**config.mk**
```make
export PLATFORM = sky130hd
export DESIGN_NAME = qsd_top
export DESIGN_NICKNAME = d
export VERILOG_FILES = /design/src/rtl/qsd_pkg.sv /design/src/rtl/qsd_top.sv /design/src/rtl/qsd_debounce.sv
export SDC_FILE = /design/constraint.sdc
export NUM_CORES = 1
export LEC_CHECK = 0
export ABC_AREA = 1
export BUFFER_PORTS_ARGS = -buffer_cell sky130_fd_sc_hd__buf_2
export CORE_MARGIN = 2
export CORE_UTILIZATION = 55
export CTS_CLUSTER_DIAMETER = 60
export DETAILED_ROUTE_END_ITERATION = 7
export PLACE_DENSITY = 0.68
export RECOVER_POWER = 100
export SKIP_LAST_GASP = 1
export SLEW_MARGIN = 20
export SYNTH_ARGS = -nofsm -noshare
export SYNTH_HDL_FRONTEND = slang
export SYNTH_SLANG_ARGS = --single-unit
```
**constraint.sdc**
```tcl
create_clock -name core_clk_in -period 2.62 [get_ports core_clk_in]
set_input_delay 0.524 -clock core_clk_in [delete_from_list [all_inputs] [get_ports core_clk_in]]
set_output_delay 0.524 -clock core_clk_in [all_outputs]
set_load 0.01 [all_outputs]
```
**src/rtl/qsd_pkg.sv**
```systemverilog
/*
  Constants and carrier types for the quadrature step decoder.
  Assumes a single 50 MHz core clock; times are converted to cycles here, except the bounce time, which becomes filter ticks.
*/
package qsd_pkg;
  localparam int unsigned CLK_HZ          = 50_000_000;
  localparam int unsigned BOUNCE_US       = 3000;
  localparam int unsigned RESET_HOLD_MS   = 20;
  localparam int unsigned STARTUP_MS      = 50;
  localparam int unsigned SEL_TAIL_US     = 200;
  localparam int unsigned SEL_LEAD_US     = 10;
  localparam int unsigned CLK_PULSE_US    = 20;
  localparam int unsigned STABLE_US       = 1000;
  localparam int unsigned FILT_TICK_US    = 100;
  localparam int unsigned CYC_PER_US      = CLK_HZ / 1_000_000;
  localparam int unsigned RESET_HOLD_CYC  = RESET_HOLD_MS * 1000 * CYC_PER_US;
  localparam int unsigned STARTUP_CYC     = STARTUP_MS * 1000 * CYC_PER_US;
  localparam int unsigned SEL_TAIL_CYC    = SEL_TAIL_US * CYC_PER_US;
  localparam int unsigned SEL_LEAD_CYC    = SEL_LEAD_US * CYC_PER_US;
  localparam int unsigned CLK_PULSE_CYC   = CLK_PULSE_US * CYC_PER_US;
  localparam int unsigned STABLE_CYC      = STABLE_US * CYC_PER_US;
  localparam int unsigned FILT_TICK_CYC   = FILT_TICK_US * CYC_PER_US;
  // Filter window spans the worst bounce so noise averages out
  localparam int unsigned FILT_MAX        = BOUNCE_US / FILT_TICK_US;
  localparam int unsigned FILT_W          = 6;
  localparam logic [5:0]  FILT_HI         = 6'h16;
  localparam logic [5:0]  FILT_LO         = 6'h08;
  localparam int unsigned CNT_W           = 22;

  typedef enum logic [4:0] {
    ST_HOLD  = 5'h01,
    ST_START = 5'h02,
    ST_IDLE  = 5'h04,
    ST_LEAD  = 5'h08,
    ST_PULSE = 5'h10
  } qsd_state_e;

  typedef struct packed {
    logic sel_n;
    logic clk;
    logic up;
    logic oe;
  } qsd_out_s;
endpackage

```
**src/rtl/qsd_top.sv**
```systemverilog
/*
  Quadrature step decoder: encoder contacts A/B to select, step clock, direction.
  Assumes A/B and the polarity pin are asynchronous; one 50 MHz clock.
*/
// Contract
// - Averaging filter on each encoder input
// - Filter rejects 3.0 ms bounce
// - Two-threshold hysteresis on filtered value
// - Stability timer gates debounced change
// - Up step: A change then B
// - Down step: B change then A
// - Direction high for up, low down
// - Single-input wiggles produce no step
// - Requests during pulse sequence discarded
// - Two steps per quadrature cycle
// - 20 ms reset hold, outputs released
// - Idle levels, then 50 ms hold
// - Select active low, idles high
// - Select low until 200 us after clock
`timescale 1ns/1ps
module qsd_top
  import qsd_pkg::*;
#(
  parameter int unsigned HOLD_CYC  = RESET_HOLD_CYC,
  parameter int unsigned START_CYC = STARTUP_CYC,
  parameter int unsigned STAB_CYC  = STABLE_CYC,
  parameter int unsigned TICK_CYC  = FILT_TICK_CYC,
  parameter int unsigned LEAD_CYC  = SEL_LEAD_CYC,
  parameter int unsigned PULSE_CYC = CLK_PULSE_CYC,
  parameter int unsigned TAIL_CYC  = SEL_TAIL_CYC
) (
  input  wire logic core_clk_in,
  input  wire logic reset_n_in,
  input  wire logic enc_a_in,
  input  wire logic enc_b_in,
  input  wire logic clk_invert_in,
  output logic      sel_n_out,
  output logic      sel_n_oe_out,
  output logic      step_clk_out,
  output logic      step_clk_oe_out,
  output logic      up_out,
  output logic      up_oe_out
);
  typedef struct packed {
    logic [1:0]       a_sy;
    logic [1:0]       b_sy;
    logic [1:0]       inv_sy;
    qsd_state_e       state;
    logic [CNT_W-1:0] cnt;
    logic             a_q;
    logic             b_q;
    logic [1:0]       last;
    logic             up;
    logic             sel_n;
    logic             clk_hi;
    logic             oe;
    logic             clk_out;
  } qsd_top_s;

  qsd_top_s st;
  qsd_top_s next_st;
  logic     a_deb;
  logic     b_deb;
  logic     deb_init;
  logic     a_chg;
  logic     b_chg;
  logic     busy_pair;
  logic [1:0] raw_sy;
  logic [1:0] deb_lvl;

  assign deb_init = (st.state == ST_HOLD);

  // Inputs enter through two flip-flops before any logic
  assign raw_sy = {st.b_sy[1], st.a_sy[1]};

  // One debouncer per encoder contact: index 0 is A, index 1 is B
  for (genvar i = 0; i < 2; i++) begin : g_deb
    qsd_debounce #(
      .STABLE (STAB_CYC),
      .TICK   (TICK_CYC)
    ) u_deb (
      .core_clk_in (core_clk_in),
      .reset_n_in  (reset_n_in),
      .raw_in      (raw_sy[i]),
      .init_in     (deb_init),
      .level_out   (deb_lvl[i])
    );
  end

  assign a_deb = deb_lvl[0];
  assign b_deb = deb_lvl[1];

  assign a_chg = (a_deb != st.a_q);
  assign b_chg = (b_deb != st.b_q);

  // An edge that would complete a pair of edges on both inputs
  assign busy_pair = (b_chg && st.last == 2'b01) || (a_chg && st.last == 2'b10);

  always_comb begin
    next_st        = st;
    next_st.a_sy   = {st.a_sy[0], enc_a_in};
    next_st.b_sy   = {st.b_sy[0], enc_b_in};
    next_st.inv_sy = {st.inv_sy[0], clk_invert_in};
    next_st.a_q    = a_deb;
    next_st.b_q    = b_deb;
    next_st.cnt    = st.cnt + 1'b1;
    // Edge history: 2'b01 = A last, 2'b10 = B last
    if (a_chg && st.state != ST_HOLD && st.state != ST_START)
      next_st.last = 2'b01;
    else if (b_chg && st.state != ST_HOLD && st.state != ST_START)
      next_st.last = 2'b10;
    case (st.state)
      ST_HOLD: begin
        if (st.cnt >= CNT_W'(HOLD_CYC - 1)) begin
          next_st.state = ST_START;
          next_st.cnt   = '0;
          next_st.oe    = 1'b1;
          next_st.sel_n = 1'b1;
          next_st.last  = 2'b00;
        end
      end
      ST_START: begin
        if (st.cnt >= CNT_W'(START_CYC - 1)) begin
          next_st.state = ST_IDLE;
          next_st.cnt   = '0;
        end
      end
      ST_IDLE: begin
        next_st.cnt = '0;
        // A pair of edges makes one step and is then used up,
        // so a full quadrature cycle gives two steps
        if (b_chg && st.last == 2'b01) begin
          next_st.up    = 1'b1;
          next_st.sel_n = 1'b0;
          next_st.state = ST_LEAD;
          next_st.last  = 2'b00;
        end else if (a_chg && st.last == 2'b10) begin
          next_st.up    = 1'b0;
          next_st.sel_n = 1'b0;
          next_st.state = ST_LEAD;
          next_st.last  = 2'b00;
        end
        // Repeat edges on the same input leave last unchanged: no step
      end
      ST_LEAD: begin
        // A step requested while busy is dropped, not queued
        if (busy_pair)
          next_st.last = 2'b00;
        if (st.cnt >= CNT_W'(LEAD_CYC - 1)) begin
          next_st.cnt    = '0;
          next_st.clk_hi = 1'b1;
          next_st.state  = ST_PULSE;
        end
      end
      ST_PULSE: begin
        if (busy_pair)
          next_st.last = 2'b00;
        if (st.clk_hi && st.cnt >= CNT_W'(PULSE_CYC - 1)) begin
          next_st.clk_hi = 1'b0;
          next_st.cnt    = '0;
        end else if (!st.clk_hi && st.cnt >= CNT_W'(TAIL_CYC - 1)) begin
          next_st.sel_n = 1'b1;
          next_st.state = ST_IDLE;
          next_st.cnt   = '0;
        end
      end
      default: begin
        next_st.state = ST_HOLD;
        next_st.cnt   = '0;
      end
    endcase
    next_st.clk_out = next_st.clk_hi ^ st.inv_sy[1];
  end

  always_ff @(posedge core_clk_in) begin
    if (!reset_n_in) begin
      st       <= '0;
      st.state <= ST_HOLD;
      st.sel_n <= 1'b1;
    end else begin
      st <= next_st;
    end
  end

  // Pins float (oe low) during the reset hold
  assign sel_n_out       = st.sel_n;
  assign sel_n_oe_out    = st.oe;
  assign step_clk_out    = st.clk_out;
  assign step_clk_oe_out = st.oe;
  assign up_out          = st.up;
  assign up_oe_out       = st.oe;
endmodule

```
**src/rtl/qsd_debounce.sv**
```systemverilog
/*
  One-input debouncer: averaging filter, hysteresis comparator, stability timer.
  Assumes the input is already synchronised to core_clk_in.
*/
`timescale 1ns/1ps
module qsd_debounce
  import qsd_pkg::*;
#(
  parameter int unsigned STABLE = STABLE_CYC,
  parameter int unsigned TICK   = FILT_TICK_CYC
) (
  input  wire logic core_clk_in,
  input  wire logic reset_n_in,
  input  wire logic raw_in,
  input  wire logic init_in,
  output logic      level_out
);
  typedef struct packed {
    logic [CNT_W-1:0]  tick;
    logic [FILT_W-1:0] avg;
    logic              cmp;
    logic [CNT_W-1:0]  stab;
    logic              level;
  } qsd_deb_s;

  qsd_deb_s st;
  qsd_deb_s next_st;

  always_comb begin
    next_st = st;
    next_st.tick = st.tick + 1'b1;
    if (st.tick >= CNT_W'(TICK - 1)) begin
      next_st.tick = '0;
      // Up/down integrator approximates the mean level
      if (raw_in && st.avg < FILT_W'(FILT_MAX))
        next_st.avg = st.avg + 1'b1;
      else if (!raw_in && st.avg != '0)
        next_st.avg = st.avg - 1'b1;
    end
    if (st.avg >= FILT_HI)
      next_st.cmp = 1'b1;
    else if (st.avg <= FILT_LO)
      next_st.cmp = 1'b0;
    if (st.cmp == st.level)
      next_st.stab = '0;
    else if (st.stab >= CNT_W'(STABLE - 1)) begin
      next_st.stab  = '0;
      next_st.level = st.cmp;
    end else
      next_st.stab = st.stab + 1'b1;
  end

  always_ff @(posedge core_clk_in) begin
    if (!reset_n_in) begin
      st <= '0;
    end else if (init_in) begin
      st       <= '0;
      st.avg   <= raw_in ? FILT_W'(FILT_MAX) : '0;
      st.cmp   <= raw_in;
      st.level <= raw_in;
    end else begin
      st <= next_st;
    end
  end

  assign level_out = st.level;
endmodule

```
==> flow_metrics.tcl, run 1 <==
set metrics [dict create \
    synth.avg_cell_area_um2 7.39 \
    grt_pass1_vias 5461 \
    cp-start-kind "flop" \
    synth_edf_count 0 \
    worstSkewPairLatency_ps 420 \
    cts-htree-levels 4 \
    synthMuxAreaShare 0 \
    grt_start_max_net_pins 22 \
    synth_area_um2 6740 \
    io_buffers 10 \
    initial_utilization 0.563 \
    setup_viol 0 \
    crit_chain "nand4_1 -> nand3_1 -> ha_1 -> a21oi_1 -> nand2_1 -> or2_2 -> nand3_1 -> nand2_1 -> nand3b_1 -> nand2_1 -> nor2_1" \
    slowest_delay_ps 460 \
    path_buf_inv 0 \
    first_pass_iters 5 \
    grt_pass1_wl_um 23100 \
    rsz0062_at_grt "false" \
    ys.flop_type "dfxtp_1" \
    drv_cap 0 \
    cp_slowest_cell "dfxtp_1" \
    synth-simple-area-share 0.343 \
    clkSinkCount 146 \
    ys_ff_latch 146 \
    routed_wl_um 12900 \
    yosysSeqAreaShare 0.434 \
    cts_setup_buffers 0 \
    worstPathMaxFanout 8 \
    critPathTopFamily "simple AND/OR/NAND/NOR gates" \
    n_antenna_cell 0 \
    postCtsResizedCells 0 \
    critPathCaptureType "flop" \
    skew_ps 7.04 \
    io_pins 11 \
    p_per_area_nw_per_um2 655 \
    whs_ps 284 \
    final.min_clock_period_ps 2340 \
    postRouteAntennaNets 0 \
    coreArea_um2 12000 \
    track_usage 0.216 \
    critPathMostFrequentCell "nand2_1" \
    gp_congestion 0.888 \
    hold_path.class "input pin to flop" \
    status "finished, final reports clean" \
    drc 0 \
    placed_area_um2 7010 \
    yosysWarnings 0 \
    final_cell_mix "nand2_1 (189), nor2_1 (148), dfxtp_1 (146)" \
    cts_tree "built" \
    synth_top_family_by_area "simple AND/OR/NAND/NOR gates" \
    cts_buffers 17 \
    rows 40 \
    finalNetCount 978 \
    syn_to_final_growth_pct 12.9 \
    cts-root-buf "clkbuf_16" \
    ir_drop_v 0.000430 \
    final_cell_area_um2 7610 \
    fin_util 0.636 \
    max_freq_mhz 427 \
    clkTransAtPathRegs_ps 60 \
    synth_cell_types 46 \
    wl_per_cell_um 11.5 \
    overflow 0 \
    final_hold_viol_count 0 \
    synth_compound_area_frac 0.0632 \
    cts_hold_buf 0 \
    path_class "flop to flop" \
    cts_buffer_depth 2 \
    vias 5649 \
    critPathArrivalTime_ps 2660 \
    dieArea_um2 13100 \
    crit_required_ps 2940 \
    final_common_cell "nand2_1" \
    drtIter0Drc 306 \
    antenna_found_initial 0 \
    drive_gt1_frac 0.0711 \
    slew_viol_final 0 \
    max_slew_margin 0.393 \
    cellLeakagePower_nw 3.17 \
    synthAdderAreaFrac 0.0301 \
    ys_async_sr_fraction 0 \
    fp.dieW_um 115 \
    via_per_inst 5.05 \
    nFillCells 1082 \
    worst-slew-pin-transition_ps 910 \
    synthCells 911 \
    synth_xor_area_frac 0.0494 \
    hpwl_um 9420 \
    final.period_utilization 0.893 \
    fin_tns_setup_ps 0 \
    die_h_um 115 \
]
[tightest hold or removal path, cell delays in order]
cell and delay, ps:
buf_2 70, nand2_1 40, inv_1 40
[cell type report]
type                       count  area, um^2  share of cell area
inverter                     118         443              0.0582
multi-input combinational    662        3360               0.442
clock buffer                  20         457              0.0600
timing repair buffer          13        60.1             0.00789
clock inverter                12         180              0.0237
tap                          147         184              0.0242
sequential                   146        2920               0.384
[cells in the mapped netlist (3+ instances only)]
cell	number	area [um^2]
nand4_1	24	150
inv_1	113	424
or2_2	4	25.0
inv_2	4	15.0
dfxtp_1	146	2920
a31oi_1	4	25.0
nor2_4	4	45.0
nand3b_1	4	30.0
nand2_2	3	18.8
nand2_1	189	709
xnor2_1	10	87.6
and3_1	4	25.0
nor3_1	12	60.1
nor4_1	5	31.3
o21ai_0	18	90.1
nor2_1	146	548
clkbuf_1	4	15.0
nand3_1	69	345
nor3b_1	13	97.6
nor3_2	6	60.1
xor2_1	28	245
nor2_2	9	56.3
o211ai_1	3	22.5
buf_4	4	30.0
a21oi_1	42	210
buf_6	3	33.8
ha_1	13	163
[routing by layer]
layer | vias up | track usage | share of wire
li1 | 2986 | - | -
met1 | 2565 | 0.261 | 0.46
met2 | 75 | 0.364 | 0.48
met3 | 23 | 0.0561 | 0.037
met4 | 0 | 0.0919 | 0.018
met5 | - | 0 | 0
[kinds of logic (layout without fill, tap and decap cells)]
kind of cell	count (synthesis)	in the layout
AO/OA/AOI/OAI	77	77
XOR/XNOR	38	38
adder cells (fa/ha/maj)	15	15
buffers and inverters	132	163
flip-flops	146	146
other	1	30
AND/OR/NAND/NOR	502	502
[report_power, final]
part           switching, mW  total [mW]  internal, mW
Combinational         0.0805       0.125        0.0447
Clock                  0.932        2.58          1.65
Sequential            0.0185        2.28          2.26
Total                   1.03        4.98          3.95
[metrics by stage]
stage | worst slack, ps | power, mW | instances
2_1_floorplan | 642 | 2.42 | 940
3_3_place_gp | 523 | 2.45 | 1086
3_5_place_dp | 358 | 2.45 | 1086
4_1_cts | 343 | 5.04 | 1118
5_1_grt | 78.5 | 5.16 | 1118
6_report | 281 | 4.98 | 1118
[worst paths after layout]
| kind | startpoint | end | slack [ps] | depth (start not counted) |
|---|---|---|---|---|
| worst max register to register | g_deb[1].u_deb.st[25] | g_deb[1].u_deb.st[27] | 280 | 11 |
| worst min register to register | next_st[39] | raw_sy[1] | 410 | 2 |
| worst max-delay path | g_deb[1].u_deb.st[25] | g_deb[1].u_deb.st[27] | 280 | 11 |
| worst min-delay path | clk_invert_in | next_st[37] | 280 | 3 |
[flip-flops by register name (all words and copies together), names as in the netlist]
name                   flops
g_deb.u_deb.level_out      2
g_deb.u_deb.st           102
next_st                    3
raw_sy                     2
sel_n_oe_out               1
sel_n_out                  1
st                        33
step_clk_out               1
up_out                     1
Power figures use the tool's default switching activity.
==> inputs of run 2 (changes only) <==
- ABC_AREA: 1 -> unset
- CTS_CLUSTER_SIZE: unset -> 14
==> run 2 against run 1 <==
Compared with the run above: sequential cell count unchanged; die area down 0.57%; synthesized cell count down 20%; total power down 0.28%; clock skew down 2.8 ps; count of clock-buffer cells in the layout unchanged; area after synthesis down 0.59%; sequential power about the same; core utilization down 0.36 points; via count down 5.8%; first-iteration DRC count up 30%; worst setup slack worse by 140 ps.
==> flow_metrics.tcl, run 2 <==
set metrics [dict create \
    clkSinkCount 146 \
    cp-start-kind "flop" \
    crit_required_ps 2970 \
    yosysSeqAreaShare 0.436 \
    synthCells 729 \
    grt_start_max_net_pins 43 \
    drive_gt1_frac 0.106 \
    sw_frac_of_total 0.203 \
    skew_ps 4.27 \
    gp_congestion 0.873 \
    seqCellArea_um2 2930 \
    multi_input_area_um2 3600 \
    regMostFlops "g_deb.u_deb.st" \
    largest_register_ffs 102 \
    cts_buffers 17 \
    max_slew_margin 0.515 \
    cts_tree "built" \
    synth.avg_cell_area_um2 9.19 \
    initial_utilization 0.560 \
    synth.top_cell.area_share 0.436 \
    synth_cell_types 65 \
    p_int_mw 3.96 \
    yosysMostFrequentCell "dfxtp_1" \
    final.min_clock_period_ps 2480 \
    postRouteAntennaNets 0 \
    synth_area_um2 6700 \
    final_cell_mix "dfxtp_1 (142), nor2_1 (91), nand2_1 (47)" \
    coreArea_um2 12000 \
    synth_common_cells "dfxtp_1 (146), nor2_1 (91), nand2_1 (47), xnor2_1 (41), xor2_1 (28)" \
    nFillCells 1000 \
    io_pins 11 \
    die_h_um 114 \
    synth_area_leaders "dfxtp_1 (44%), xnor2_1 (5.4%), nor2_1 (5.1%), a31oi_2 (3.7%), xor2_1 (3.7%)" \
    drtIter0Drc 398 \
    n_antenna_cell 0 \
    setup_viol 0 \
    clkPwrFrac 0.516 \
    worstSkewPairLatency_ps 420 \
    yosysWarnings 0 \
    drc 0 \
    cts_buffer_depth 2 \
    cellLeakagePower_nw 2.75 \
    vias 5321 \
    finalNetCount 783 \
    hpwl_um 9050 \
    critPathArrivalTime_ps 2820 \
    comb_power_share 0.025 \
    ir_drop_v 0.000419 \
    grt_pass1_wl_um 22800 \
    ys.flop_type "dfxtp_1" \
    p_per_area_nw_per_um2 657 \
    final_common_cell "dfxtp_1" \
    dieArea_um2 13100 \
    dp_cells 891 \
    clkTransAtPathRegs_ps 60 \
    rsz0062_at_grt "false" \
    status "finished, final reports clean" \
    p_switching_mw 1.01 \
    antenna_found_initial 0 \
    synth_edf_count 0 \
    syn_to_final_growth_pct 13.0 \
    drv_cap 0 \
    grt_pass1_vias 5114 \
    worstPathMaxFanout 6 \
    ys_ff_latch 146 \
    wl_per_cell_um 14.2 \
    rows 40 \
    cts_setup_buffers 0 \
    critPathCaptureType "flop" \
    overflow 0 \
    routed_wl_um 13100 \
    max_freq_mhz 404 \
    path_class "flop to flop" \
    stdcell_count 923 \
    worst-slew-pin-transition_ps 728 \
    p_seq_frac 0.459 \
    fp.dieW_um 114 \
    cts_hold_buf 0 \
    ys_async_sr_fraction 0 \
    p_total_mw 4.97 \
    first_pass_iters 5 \
    io_buffers 10 \
    hold_path.class "input pin to flop" \
    final_hold_viol_count 0 \
    final.period_utilization 0.945 \
    slew_viol_final 0 \
    track_usage 0.217 \
    cts-htree-levels 4 \
    fin_tns_setup_ps 0 \
    cts-root-buf "clkbuf_16" \
    via_per_inst 5.76 \
    synth_area_leader_cell "dfxtp_1" \
]
## run 2: changes by cell type after synthesis, sizes merged, moves of 24 or more
| cell | delta |
|---|---|
| nand2 | -145 |
| inv | -97 |
| nor2 | -68 |
| nand3 | -48 |
| xnor2 | +31 |
| clkbuf | +24 |
## run 2: layer usage
| metal | vias up | GRT usage | share of wire |
|---|---|---|---|
| met5 | - | 0 | 0 |
| met4 | 0 | 0.0927 | 0.019 |
| met3 | 24 | 0.0513 | 0.028 |
| met2 | 82 | 0.382 | 0.51 |
| met1 | 2540 | 0.252 | 0.44 |
| li1 | 2675 | - | - |
## run 2: power by group through the flow
stage / Combinational [mW] / Clock [mW] / Sequential [mW]
2_1_floorplan: 0.0989 / 0 / 2.32
3_3_place_gp: 0.121 / 0 / 2.33
3_5_place_dp: 0.125 / 0 / 2.33
4_1_cts: 0.126 / 2.61 / 2.28
5_1_grt: 0.142 / 2.71 / 2.28
6_report: 0.126 / 2.56 / 2.28
## run 2: cell families (layout without fill, tap and decap cells)
kind of cell / Yosys count / after routing / share of synthesized area
xor gates and xnor gates: 69 / 69 / 0.0902
and+or+nand+nor: 282 / 282 / 0.212
AOI/OAI and AO/OA: 148 / 148 / 0.171
DFF: 146 / 146 / 0.436
muxes: 11 / 11 / 0.0164
adders and majority gates: 15 / 15 / 0.0303
other: 1 / 30 / 0.000560
buffers and inverters: 57 / 75 / 0.0428
## run 2: final cells by class
class | instances | share of cell area
Multi-Input combinational cell | 555 | 0.476
Sequential cell | 146 | 0.387
Clock buffer | 20 | 0.0604
Tap cell | 147 | 0.0243
Clock inverter | 12 | 0.0238
Timing Repair Buffer | 23 | 0.0187
Inverter | 20 | 0.00992
## run 2: final timing paths
check / cells after the start / start / slack, ps / endpoint
setup reg to reg: 9 / g_deb[1].u_deb.st[25] / 140 / g_deb[1].u_deb.st[29]
setup / recovery: 9 / g_deb[1].u_deb.st[25] / 140 / g_deb[1].u_deb.st[29]
hold reg to reg: 1 / next_st[41] / 430 / raw_sy[0]
hold / removal: 2 / enc_b_in / 310 / next_st[39]
## run 2: what timing repair did
action                     4_1_cts  5_1_grt
setup endpoints to repair        1        1
pin swaps                        0        0
gates resized for setup          1        4
## run 2: critical path, cell delays in order (launching register included)
cell and delay, ps:
dfxtp_2 390, nand4_1 110, and3b_1 240, inv_2 120, ha_1 250, a211oi_1 240
o21bai_1 100, a21oi_1 170, or4b_2 610, a31oi_1 180
## run 2: stage by stage
stage / hold slack [ps] / utilization / cell area (um^2) / setup slack, ps
after detailed placement: 420 / 0.580 / 6940 / 18.1
after global routing: 294 / 0.632 / 7560 / 0.0586
after global placement: 427 / 0.580 / 6940 / 149
final: 305 / 0.632 / 7560 / 144
after CTS: 291 / 0.634 / 7580 / 47.7
after floorplan: 412 / - / 6810 / 274
